===== config.mk =====
export PLATFORM = sky130hd
export DESIGN_NAME = ccc_core
export DESIGN_NICKNAME = d
export VERILOG_FILES = /design/src/hw/ccc_pkg.sv /design/src/hw/ccc_core.sv
export SDC_FILE = /design/constraint.sdc
export NUM_CORES = 1
export LEC_CHECK = 0
export ABC_AREA = 0
export BUFFER_PORTS_ARGS = -buffer_cell sky130_fd_sc_hd__buf_2
export CAP_MARGIN = 20
export CELL_PAD_IN_SITES_DETAIL_PLACEMENT = 2
export CELL_PAD_IN_SITES_GLOBAL_PLACEMENT = 2
export CORE_ASPECT_RATIO = 0.5
export CORE_MARGIN = 1.5
export CORE_UTILIZATION = 42
export CTS_BUF_LIST = sky130_fd_sc_hd__clkbuf_8
export DETAILED_ROUTE_END_ITERATION = 7
export PLACE_DENSITY = 0.83
export RECOVER_POWER = 25
export SYNTH_ARGS = -nofsm -noshare
export SYNTH_HDL_FRONTEND = slang
export SYNTH_SLANG_ARGS = --single-unit

===== constraint.sdc =====
create_clock -name clock -period 7.45 [get_ports clock]
set_input_delay 1.1175 -clock clock [delete_from_list [all_inputs] [get_ports clock]]
set_output_delay 1.1175 -clock clock [all_outputs]
set_load 0.05 [all_outputs]

===== src/hw/ccc_pkg.sv =====
// constants and types shared by the coulomb counter core
// How it works
// - discharge pulse adds one discharge charge count
// - discharge time advances each tick while discharging
// - charge pulse adds one charge count
// - charge time advances each tick while charging
// - time counters are 16 bits and wrap
// - wrap sets slow flag, rate drops 256 fold
// - discharge time: 0.8789 s tick, slow 225 s
// - charge time: 0.8789 s tick, slow 225 s
// - self discharge counts hourly at 25 C
// - rate doubles per 10 C up to 60 C
// - rate halves per 10 C down to 0 C
// - chopped converter sign cancels offset over two ticks
// - sleep waits until activity below threshold
// - threshold code 0 none, 1..7 descending
// - sleeping core wakes briefly per update
// - serial pin edge ends sleep
// - normal all, sleep self discharge, hibernate none
// - hibernate holds state until supply returns
// - clear bit written one zeroes its counter
// - clear bit returns to zero when done
// - clearing time counter drops slow flag
`default_nettype none
package ccc_pkg;
  // timebase: one time tick is 0.8789 s
  localparam int unsigned CLK_KHZ = 25000;
  localparam longint unsigned TICK_NS = 64'd878900000;
  localparam int unsigned TICK_CYCLES = int'(TICK_NS * CLK_KHZ / 64'd1000000);
  localparam int unsigned TICK_W = 25;
  // slow rate: 256 ticks, about 225 s, per count
  localparam logic [7:0] SLOW_LAST = 8'hff;
  // self discharge period in ticks at the coldest bucket (4096 x 8)
  localparam logic [15:0] SD_BASE = 16'h8000;
  localparam logic [7:0] TEMP_MAX = 8'h3c;
  localparam logic [7:0] TEMP_RND = 8'h05;
  localparam logic [7:0] TEMP_STEP = 8'h0a;
  // quiet window ticks = code * 7 / 2
  localparam logic [5:0] WIN_MUL = 6'h07;
  // register map
  localparam logic [6:0] ADDR_FCMD = 7'h62;
  localparam logic [6:0] ADDR_CLR = 7'h63;
  localparam logic [6:0] ADDR_MODE = 7'h64;
  localparam logic [6:0] ADDR_CHG_TIME_LO = 7'h65;
  localparam logic [6:0] ADDR_CHG_TIME_HI = 7'h66;
  localparam logic [6:0] ADDR_DIS_TIME_LO = 7'h67;
  localparam logic [6:0] ADDR_DIS_TIME_HI = 7'h68;
  localparam logic [6:0] ADDR_SELF_LO = 7'h69;
  localparam logic [6:0] ADDR_SELF_HI = 7'h6a;
  localparam logic [6:0] ADDR_CHG_LO = 7'h6b;
  localparam logic [6:0] ADDR_CHG_HI = 7'h6c;
  localparam logic [6:0] ADDR_DIS_LO = 7'h6d;
  localparam logic [6:0] ADDR_DIS_HI = 7'h6e;
  // field positions
  localparam int unsigned MODE_CHG_SLOW = 5;
  localparam int unsigned MODE_DIS_SLOW = 4;
  localparam int unsigned MODE_WAKE_LSB = 1;
  localparam int unsigned CLR_CHG_TIME = 4;
  localparam int unsigned CLR_DIS_TIME = 3;
  localparam int unsigned CLR_SELF = 2;
  localparam int unsigned CLR_CHG = 1;
  localparam int unsigned CLR_DIS = 0;
  localparam int unsigned ST_SLEEP_BIT = 2;
  localparam int unsigned ST_WAKE_BIT = 3;
  // sleep command code on the command register
  localparam logic [7:0] SLEEP_CMD = 8'h01;

  typedef enum logic [4:0] {
    ST_NORMAL = 5'h01,
    ST_SETTLE = 5'h02,
    ST_SLEEP = 5'h04,
    ST_WAKE = 5'h08,
    ST_HIBER = 5'h10
  } ccc_mode_t;

  typedef struct packed {
    logic [6:0] addr;
    logic wr;
    logic [7:0] wdata;
  } ccc_reg_req_t;

  typedef struct packed {
    logic [15:0] cnt;
    logic [7:0] sub;
    logic slow;
  } ccc_time_t;

  typedef struct packed {
    logic pulse;
    logic neg;
    logic pin;
    logic supply;
    logic [7:0] temp;
  } ccc_pins_t;

  typedef struct packed {
    ccc_mode_t mode;
    ccc_pins_t s1;
    ccc_pins_t s2;
    logic pulse3;
    logic pin3;
    logic [TICK_W-1:0] tick;
    logic chop;
    logic [1:0] chop_s; // phase delayed to match the input synchroniser
    logic [15:0] dis;
    logic [15:0] chg;
    logic [15:0] self_cnt;
    logic [15:0] self_div;
    ccc_time_t dis_t;
    ccc_time_t chg_t;
    logic dis_seen;
    logic chg_seen;
    logic [2:0] wake_threshold_select;
    logic [4:0] clr;
    logic [5:0] win;
    logic win_act;
    logic [7:0] rd;
  } ccc_state_t;

  // supply sync starts high so reset does not fake a hibernate
  localparam ccc_state_t STATE_RST = '{
    mode: ST_NORMAL,
    s1: '{supply: 1'b1, default: '0},
    s2: '{supply: 1'b1, default: '0},
    default: '0
  };
endpackage : ccc_pkg
`default_nettype wire


===== src/hw/ccc_core.sv =====
// coulomb counter core: charge, time and self discharge counters
`default_nettype none
module ccc_core #(
  parameter int unsigned TICK_CYCLES = ccc_pkg::TICK_CYCLES
) (
  input wire logic clock,
  input wire logic reset,
  input wire logic vfc_pulse,
  input wire logic vfc_negative,
  input wire logic serial_pin,
  input wire logic supply_above_por,
  input wire logic [7:0] die_temp_c,
  input wire ccc_pkg::ccc_reg_req_t reg_req,
  output logic [7:0] reg_rd_data,
  output logic clock_stop,
  output logic brief_wake,
  output logic chop_phase
);

  ccc_pkg::ccc_state_t q;
  ccc_pkg::ccc_state_t d;
  logic pulse;
  logic neg;
  logic tick;
  logic pin_edge;
  logic run;
  logic dis_ev;
  logic chg_ev;
  logic wr_clr;
  logic wr_mode;
  logic wr_cmd;
  logic [7:0] temp_c;
  logic [2:0] temp_idx;
  logic [15:0] sd_period;
  logic [5:0] win_len;
  logic wr_clr_d;

  // one time counter: fast tick, or one count per 256 once wrapped
  function automatic ccc_pkg::ccc_time_t time_step(
    input ccc_pkg::ccc_time_t t,
    input logic en,
    input logic clr
  );
    ccc_pkg::ccc_time_t n;
    n = t;
    if (clr)
    begin
      n = '0;
    end
    else if (en)
    begin
      if (t.slow)
      begin
        n.sub = t.sub + 8'h01;
      end
      if (!t.slow || t.sub == ccc_pkg::SLOW_LAST)
      begin
        n.cnt = t.cnt + 16'h0001;
        if (t.cnt == 16'hffff)
        begin
          n.slow = 1'b1;
        end
      end
    end
    return n;
  endfunction : time_step

  // edges are taken between second and third flop, never the first
  assign pulse = q.s2.pulse & ~q.pulse3;
  assign pin_edge = q.s2.pin ^ q.pin3;
  // converter input is swapped each tick, so its offset flips sign
  // against the signal and cancels over two ticks; the phase used here
  // is two flops old so it lines up with the synchronised sign
  assign neg = q.s2.neg ^ q.chop_s[1];
  assign tick = q.tick == ccc_pkg::TICK_W'(TICK_CYCLES - 1);
  // charge and time counting only while fully awake
  assign run = q.mode == ccc_pkg::ST_NORMAL || q.mode == ccc_pkg::ST_SETTLE;
  assign dis_ev = run & pulse & neg;
  assign chg_ev = run & pulse & ~neg;

  // register strobes
  assign wr_clr = reg_req.wr && reg_req.addr == ccc_pkg::ADDR_CLR;
  assign wr_mode = reg_req.wr && reg_req.addr == ccc_pkg::ADDR_MODE;
  assign wr_cmd = reg_req.wr && reg_req.addr == ccc_pkg::ADDR_FCMD;

  // temperature clamped to 0..60 C, bucketed by 10 C around 25 C
  assign temp_c = q.s2.temp[7] ? 8'h00 :
    (q.s2.temp > ccc_pkg::TEMP_MAX ? ccc_pkg::TEMP_MAX : q.s2.temp);
  assign temp_idx = 3'((temp_c + ccc_pkg::TEMP_RND) / ccc_pkg::TEMP_STEP);
  assign sd_period = ccc_pkg::SD_BASE >> temp_idx;

  // quiet window length matching the threshold voltage
  assign win_len = 6'(({3'b000, q.wake_threshold_select} * ccc_pkg::WIN_MUL) >> 1);

  // next state
  always_comb
  begin
    d = q;
    d.s1 = {vfc_pulse, vfc_negative, serial_pin, supply_above_por, die_temp_c};
    d.s2 = q.s1;
    d.pulse3 = q.s2.pulse;
    d.pin3 = q.s2.pin;
    d.chop_s = {q.chop_s[0], q.chop};
    d.tick = tick ? '0 : q.tick + 1'b1;
    if (tick)
    begin
      d.chop = ~q.chop;
    end

    // direction seen during a tick decides which time counter runs
    d.dis_seen = (q.dis_seen & ~tick) | dis_ev;
    d.chg_seen = (q.chg_seen & ~tick) | chg_ev;
    d.dis_t = time_step(q.dis_t, run & tick & q.dis_seen,
      q.clr[ccc_pkg::CLR_DIS_TIME]);
    d.chg_t = time_step(q.chg_t, run & tick & q.chg_seen,
      q.clr[ccc_pkg::CLR_CHG_TIME]);

    // charge counters; a pending clear wins over a pulse
    if (q.clr[ccc_pkg::CLR_DIS])
    begin
      d.dis = '0;
    end
    else if (dis_ev)
    begin
      d.dis = q.dis + 16'h0001;
    end
    if (q.clr[ccc_pkg::CLR_CHG])
    begin
      d.chg = '0;
    end
    else if (chg_ev)
    begin
      d.chg = q.chg + 16'h0001;
    end

    // self discharge runs in every state but hibernate
    if (q.clr[ccc_pkg::CLR_SELF])
    begin
      d.self_cnt = '0;
      d.self_div = '0;
    end
    else if (tick && q.mode != ccc_pkg::ST_HIBER)
    begin
      if (q.self_div >= sd_period - 16'h0001)
      begin
        d.self_div = '0;
        d.self_cnt = q.self_cnt + 16'h0001;
        if (q.mode == ccc_pkg::ST_SLEEP)
        begin
          d.mode = ccc_pkg::ST_WAKE;
        end
      end
      else
      begin
        d.self_div = q.self_div + 16'h0001;
      end
    end

    // every clear completes in one cycle, then its bit drops
    d.clr = '0;
    if (wr_clr)
    begin
      d.clr = reg_req.wdata[4:0];
    end
    if (wr_mode)
    begin
      d.wake_threshold_select = reg_req.wdata[ccc_pkg::MODE_WAKE_LSB +: 3];
    end

    // power state machine
    case (q.mode)
      ccc_pkg::ST_NORMAL:
      begin
        if (wr_cmd && reg_req.wdata == ccc_pkg::SLEEP_CMD)
        begin
          d.mode = ccc_pkg::ST_SETTLE;
          d.win = '0;
          d.win_act = 1'b0;
        end
      end
      ccc_pkg::ST_SETTLE:
      begin
        d.win_act = q.win_act | pulse;
        if (q.wake_threshold_select == 3'h0)
        begin
          d.mode = ccc_pkg::ST_SLEEP;
        end
        else if (tick)
        begin
          if (q.win >= win_len - 6'h01)
          begin
            d.win = '0;
            d.win_act = 1'b0;
            if (!(q.win_act | pulse))
            begin
              d.mode = ccc_pkg::ST_SLEEP;
            end
          end
          else
          begin
            d.win = q.win + 6'h01;
          end
        end
      end
      ccc_pkg::ST_SLEEP:
      begin
        if (pin_edge)
        begin
          d.mode = ccc_pkg::ST_NORMAL;
        end
      end
      ccc_pkg::ST_WAKE:
      begin
        // the brief wake lasts one cycle only
        d.mode = pin_edge ? ccc_pkg::ST_NORMAL : ccc_pkg::ST_SLEEP;
      end
      ccc_pkg::ST_HIBER:
      begin
        d.mode = ccc_pkg::ST_HIBER;
      end
      default:
      begin
        d.mode = ccc_pkg::ST_NORMAL;
      end
    endcase
    // supply loss overrides everything; counters keep their values
    if (!q.s2.supply)
    begin
      d.mode = ccc_pkg::ST_HIBER;
    end
    else if (q.mode == ccc_pkg::ST_HIBER)
    begin
      d.mode = ccc_pkg::ST_NORMAL;
    end

    // read path has no side effects, so polling is harmless
    d.rd = 8'h00;
    case (reg_req.addr)
      ccc_pkg::ADDR_DIS_LO: d.rd = q.dis[7:0];
      ccc_pkg::ADDR_DIS_HI: d.rd = q.dis[15:8];
      ccc_pkg::ADDR_CHG_LO: d.rd = q.chg[7:0];
      ccc_pkg::ADDR_CHG_HI: d.rd = q.chg[15:8];
      ccc_pkg::ADDR_SELF_LO: d.rd = q.self_cnt[7:0];
      ccc_pkg::ADDR_SELF_HI: d.rd = q.self_cnt[15:8];
      ccc_pkg::ADDR_DIS_TIME_LO: d.rd = q.dis_t.cnt[7:0];
      ccc_pkg::ADDR_DIS_TIME_HI: d.rd = q.dis_t.cnt[15:8];
      ccc_pkg::ADDR_CHG_TIME_LO: d.rd = q.chg_t.cnt[7:0];
      ccc_pkg::ADDR_CHG_TIME_HI: d.rd = q.chg_t.cnt[15:8];
      ccc_pkg::ADDR_CLR: d.rd = {3'b000, q.clr};
      ccc_pkg::ADDR_MODE:
      begin
        d.rd[ccc_pkg::MODE_CHG_SLOW] = q.chg_t.slow;
        d.rd[ccc_pkg::MODE_DIS_SLOW] = q.dis_t.slow;
        d.rd[ccc_pkg::MODE_WAKE_LSB +: 3] = q.wake_threshold_select;
      end
      default: d.rd = 8'h00;
    endcase
  end

  // the main state register; wr_clr_d below is the only other flop
  always_ff @(posedge clock or posedge reset)
  begin
    if (reset)
    begin
      q <= ccc_pkg::STATE_RST;
    end
    else
    begin
      q <= d;
    end
  end

  // outputs straight from flops
  assign reg_rd_data = q.rd;
  assign clock_stop = q.mode[ccc_pkg::ST_SLEEP_BIT];
  assign brief_wake = q.mode[ccc_pkg::ST_WAKE_BIT];
  assign chop_phase = q.chop;

  // helper: clear write with the discharge count bit set, seen one cycle earlier
  always_ff @(posedge clock or posedge reset)
  begin
    if (reset)
    begin
      wr_clr_d <= 1'b0;
    end
    else
    begin
      wr_clr_d <= wr_clr && reg_req.wdata[ccc_pkg::CLR_DIS];
    end
  end

endmodule : ccc_core
`default_nettype wire


# [Word-level counts from Yosys, hierarchy flattened]
# Index checks and enable logic that the tools add are counted.
[totals] ff_bits=198 inputBits=30 word_cells=178
[classes] n_addsub=13 multipliers=1 div=1 order_cmp=3 n_eq_ne=28 n_shift=1 n_mux=47 bitwise_logic=18 reduce_logical=33
[ops] operator="two-way mux 16 bit" n=8
[ops] operator="two-way mux 25 bit" n=5
[ops] operator="adder 16 x 1 -> 16 bit, second input constant" n=6
[ops] operator="equality test 7 bit, second input constant" n=13
[ops] operator="two-way mux 5 bit" n=13
[ops] operator="two-way mux 32 bit" n=2
[ops] operator="one-hot mux 5 bit (12 select lines)" n=1
[ops] operator="two-way mux 7 bit" n=5
[ops] operator="equality test 16 bit, second input constant" n=2
[ops] operator="nonzero test 2 bit" n=13
[ops] operator="adder 25 x 1 -> 25 bit, second input constant" n=1
[ops] operator="equality test 25 bit, second input constant" n=1
[ops] operator="one-hot mux 2 bit (10 select lines)" n=1
[ops] operator="one-hot mux 5 bit (4 select lines)" n=1
[ops] operator="adder 8 x 1 -> 8 bit, second input constant" n=2
[ops] operator="equality test 8 bit, second input constant" n=2
[ops] operator=">= comparator 16 bit" n=1
[ops] operator="two-way mux 8 bit" n=2
[ops] operator="right shift 16 x 3 -> 16 bit, first input constant" n=1
[ops] operator="subtractor 16 x 1 -> 16 bit, second input constant" n=1
[ops] operator="one-hot mux 7 bit (2 select lines)" n=1
[ops] operator="AND reduction 2 bit" n=6
[ops] operator="one-hot mux 1 bit (11 select lines)" n=1
[ops] operator="bitwise AND 1 bit" n=9
[ops] operator="28 further kinds" n=47

# [Depth between registers and ports, before layout]
[depth] word_depth=18 ltp_mapped=20

# [Worst setup path after synthesis]
# Ideal clock, no wire load.
[synth_path] path_kind="register to register" startpoint="reg q[172] (netlist bit)" endpoint="reg q[77] (netlist bit)" setup_ns=0.071 t_arrival_ns=4.734 t_required_ns=7.379 setup_slack_ns=2.644 stages_incl_launch_ff=21 path_buffers=3 synth_period_minus_slack_ns=4.806 path_cell_list="dfrtp_1 nand3_1 o21a_1 and2_1 ha_1 clkbuf_1 o21ai_0 xor2_1 nor2_1 nor4_1 nor4_1 nand3_1 ha_1 a2111oi_0 o211ai_1 a2bb2oi_2 and3_1 buf_2 or2_2 buf_2 nor2_1"
[synth_between] elab_chain_cells=11
[synth_rtl] item="start: declaration" line="ccc_core.sv:20" source="ccc_pkg::ccc_state_t q;"
[synth_rtl] item="start signal: assignment" line="ccc_core.sv:265" source="q <= ccc_pkg::STATE_RST;"
[synth_rtl] item="greater-than comparator 8 x 6 -> 1 bit" line="ccc_core.sv:88" source="(q.s2.temp > ccc_pkg::TEMP_MAX ? ccc_pkg::TEMP_MAX : q.s2.temp);"
[synth_rtl] item="two-way mux 7 bit (*)" line="ccc_core.sv:88"
[synth_rtl] item="two-way mux 7 bit (*)" line="ccc_core.sv:87" source="assign temp_c = q.s2.temp[7] ? 8'h00 :"
[synth_rtl] item="adder 7 x 3 -> 8 bit (*)" line="ccc_core.sv:89" source="assign temp_idx = 3'((temp_c + ccc_pkg::TEMP_RND) / ccc_pkg::TEMP_STEP);"
[synth_rtl] item="divider 8 x 4 -> 8 bit (*)" line="ccc_core.sv:89"
[synth_rtl] item="right shift 16 x 3 -> 16 bit (*)" line="ccc_core.sv:90" source="assign sd_period = ccc_pkg::SD_BASE >> temp_idx;"
[synth_rtl] item="subtractor 16 x 1 -> 16 bit (*)" line="ccc_core.sv:144" source="if (q.self_div >= sd_period - 16'h0001)"
[synth_rtl] item=">= comparator 16 bit (*)" line="ccc_core.sv:144"
[synth_rtl] item="two-way mux 16 bit (*)" line="ccc_core.sv:144"
[synth_rtl] item="two-way mux 32 bit (*)" line="ccc_core.sv:142" source="else if (tick && q.mode != ccc_pkg::ST_HIBER)"
[synth_rtl] item="two-way mux 32 bit (*)" line="ccc_core.sv:137" source="if (q.clr[ccc_pkg::CLR_SELF])"
# Mark *: on every way between the ends. The rest lies on a longest branch, timed or not. The select of a mux whose other input is x is not followed.
# A chain may end at the register's enable or synchronous reset.

# [Worst setup path in the final report]
[layout_path] startpoint="reg q[174] (netlist bit)" endpoint="reg q[87] (netlist bit)"
# Same word-level chain as after synthesis.

==> flow_summary.yaml <==
run_status:
  status: "finished with violations"
  violations: "capacitance limit, slew limit"
sta:
  worst_slack_ns: 1.21
  slew-limit-headroom_pct: -229
  worst_pin_slew_ns: 4.94
  timing_hold_violations_final: 0
  setup_tns_ns: 0
  fmax_mhz: 160
  fin_crit_sh_pct: 83.8
  rsz0062_at_grt: "false"
  final.setup_skew_ns: 0.0142
  setup_viol_count_final: 0
  drv_slew: 130
  period_needed_ns: 6.24
power:
  p_total_mw: 2.09
  p_clk_share_pct: 33.5
  swShare_pct: 29.3
  seq_power_share_pct: 55.0
  internal_power_mw: 1.48
  vdd_drop_max_mv: 0.122
  comb_power_share_pct: 11.5
  p_switching_uw: 610
  p_per_area_nw_per_um2: 175
  power.leakage_nw: 5.08
layout:
  utilization_pct: 46.4
  layout_commonest_cell: "dfrtp_1"
  layout-drive-gt1-share_pct: 9.40
  register_area_um2: 4960
  diodes: 0
  num-nets-final: 1245
  fin_cells: 1536
  layout_common_cells: "dfrtp_1, nor2_1, nand2_1"
  areaGrowthSynthToFinish_pct: 6.80
  multi_input_comb_area_um2: 5800
  fillerInstances: 2762
worst_setup_path:
  worst-path-max-fanout: 13
  r2r-start: "q[174]"
  worstRegToRegCells: 17
  crit_path_start_kind: "flip-flop"
  crit_type: "reg -> reg"
  cp_data_required_time_ns: 7.88
  cp.arrival_ns: 6.68
  ff2ff_setup_slack_ns: 1.21
  r2r_end: "q[87]"
  cp-end-kind: "flip-flop"
global_route:
  grt_max_degree: 130
  gr-usage-met1_pct: 36.6
  grtUsageMet2_pct: 43.5
  grt.total_usage_pct: 26.6
  grt_pass1_wl_um: 57300
  busiest_layer: "met2"
  overflow: 0
  grtUsageMet3_pct: 4.05
  antenna_found_initial: 0
  grt_pass1_vias: 10163
cts:
  cts_buffers: 17
  cts_tree: "done"
  h-tree-depth: 4
  clock-sinks: 198
  clk_pin_slew_ns: 0.11
  clk_latency_ns: 0.51
  hold_buffers: 0
  post_cts_buffers: 0
  cts_resized: 0
  clock_path_buffers: 2
  clock-root-buffer: "clkbuf_8"
routing:
  drt-vias-per-instance: 6.11
  drt_wl_total_um: 34900
  remaining_drc_errors: 0
  drt_iter0_markers: 842
  wire_per_inst_um: 22.7
  vias: 9379
  first_pass_iters: 5
  postRouteAntennaNets: 0
logic_synthesis:
  synth_seq_area_share_pct: 44.5
  syn_avg_cell_area_um2: 9.48
  synthesis.area_um2: 11100
  synth_edf_count: 0
  syn_nets: 1239
  syn_inst: 1174
  synth-seq-cells: 198
  async_flop_share_pct: 100
  synthDistinctLibCells: 78
  synth-main-ff-cell: "dfrtp_1"
  synth_warnings: 0
worst_hold_path:
  whs_path_depth: 0
  holdCritStartpoint: "d[178]"
  hold_end: "d[167]"
  holdCritPathClass: "reg -> reg"
die:
  fp.dieW_um: 233
  die_area_um2: 27600
  initial_core_util_pct: 43.5
  boundaryPins: 41
  coreArea_um2: 25600
  rows: 41
  die_h_um: 118
placement:
  placedCellCount: 1505
  place.gp.congestion: 0.870
  pre_cts_slack_ns: 1.42
  dpl.hpwl_um: 24900
  port-buffer-count: 40
flow_run:
  cap_violations: 1
power groups by stage:
stage | combinational, mW | sequential [mW] | clock (mW)
finish | 0.241 | 1.15 | 0.698
CTS | 0.243 | 1.15 | 0.720
global route | 0.267 | 1.15 | 0.762
global placement | 0.220 | 1.16 | 0
floorplan | 0.176 | 1.15 | 0
detailed placement | 0.240 | 1.17 | 0
cells in the mapped netlist, types with 6 or more instances:
master,number,area [µm²]
nand4_1,46,288
buf_4,8,60.1
nor3_1,25,125
or3_1,34,213
ha_1,32,400
and3_1,30,188
o211ai_1,6,45.0
nor2b_1,13,81.3
xor2_1,52,455
nand3_1,69,345
buf_1,8,30.0
inv_1,28,105
and4_1,11,96.3
a21oi_1,64,320
mux2_2,9,101
o31ai_1,11,82.6
or2_2,7,43.8
a31oi_1,8,50.1
or4_1,11,82.6
a22o_1,7,61.3
a22oi_1,8,60.1
nor4_1,16,100
clkbuf_1,31,116
nand2_1,93,349
o21ai_0,57,285
dfrtp_1,195,4880
buf_2,7,35.0
xnor2_1,42,368
nor2_1,114,428
nand2b_1,11,68.8
mux2i_1,23,230
kinds of logic after synthesis:
group                    count (synthesis)  share of synthesized area [%]
XOR/XNOR                                94                           7.39
other                                    1                         0.0337
adder cells (fa/ha/maj)                 35                           4.14
AO/OA/AOI/OAI                          216                           12.5
multiplexers                            32                           2.98
AND/OR/NAND/NOR                        513                           25.0
buffers and inverters                   85                           3.36
flip-flops                             198                           44.5
layer usage:
metal / up-vias / share of wire, %
met4: 0 / 1.4
met2: 174 / 48
li1: 4260 / -
met3: 41 / 3.9
met1: 4904 / 46
met5: - / 0
stage by stage:
stage,cell area [µm²],hold slack [ns]
after global routing,11900,0.372
after floorplan,11100,0.331
after detailed placement,11500,0.337
after global placement,11500,0.332
after CTS,11900,0.365
final,11900,0.364
critical path, cell delays in order (launching register included):
cell	delay, ns
dfrtp_1	0.54
nand3_1	0.18
o21a_1	0.29
and2_1	0.20
ha_1	0.33
o21ai_0	0.41
xor2_1	0.20
nor2_1	0.46
nor4_1	0.14
nor4_1	0.57
nand3_1	0.15
ha_1	0.23
a2111oi_0	0.77
o211ai_1	0.24
a2bb2oi_2	0.27
a2111oi_4	0.85
a21oi_1	0.15
mux2i_1	0.19
final cells by class:
cell class,instances,share of cell area (%)
clock buffers,19,2.20
clock inverters,12,0.873
inverters,28,0.884
multi-input cells,891,48.8
flip-flops and latches,198,41.7
well taps,344,3.62
repair buffers,44,1.94
worst max-delay path by stage:
stage / start / cells past startpoint / end
5_1_grt: q[174] / 17 / q[87]
6_report: q[174] / 17 / q[87]
4_1_cts: q[174] / 17 / q[87]
3_3_place_gp: q[174] / 17 / q[84]
3_5_place_dp: q[174] / 17 / q[87]
2_1_floorplan: reset / 1 / brief_wake
registers in the layout, summed over array words and instances, names as in the netlist:
| register | cells |
|---|---|
| q | 172 |
| clock_stop | 1 |
| brief_wake | 1 |
| d | 15 |
| reg_rd_data | 8 |
| chop_phase | 1 |
Note: power is estimated with default switching activity, not from simulation.
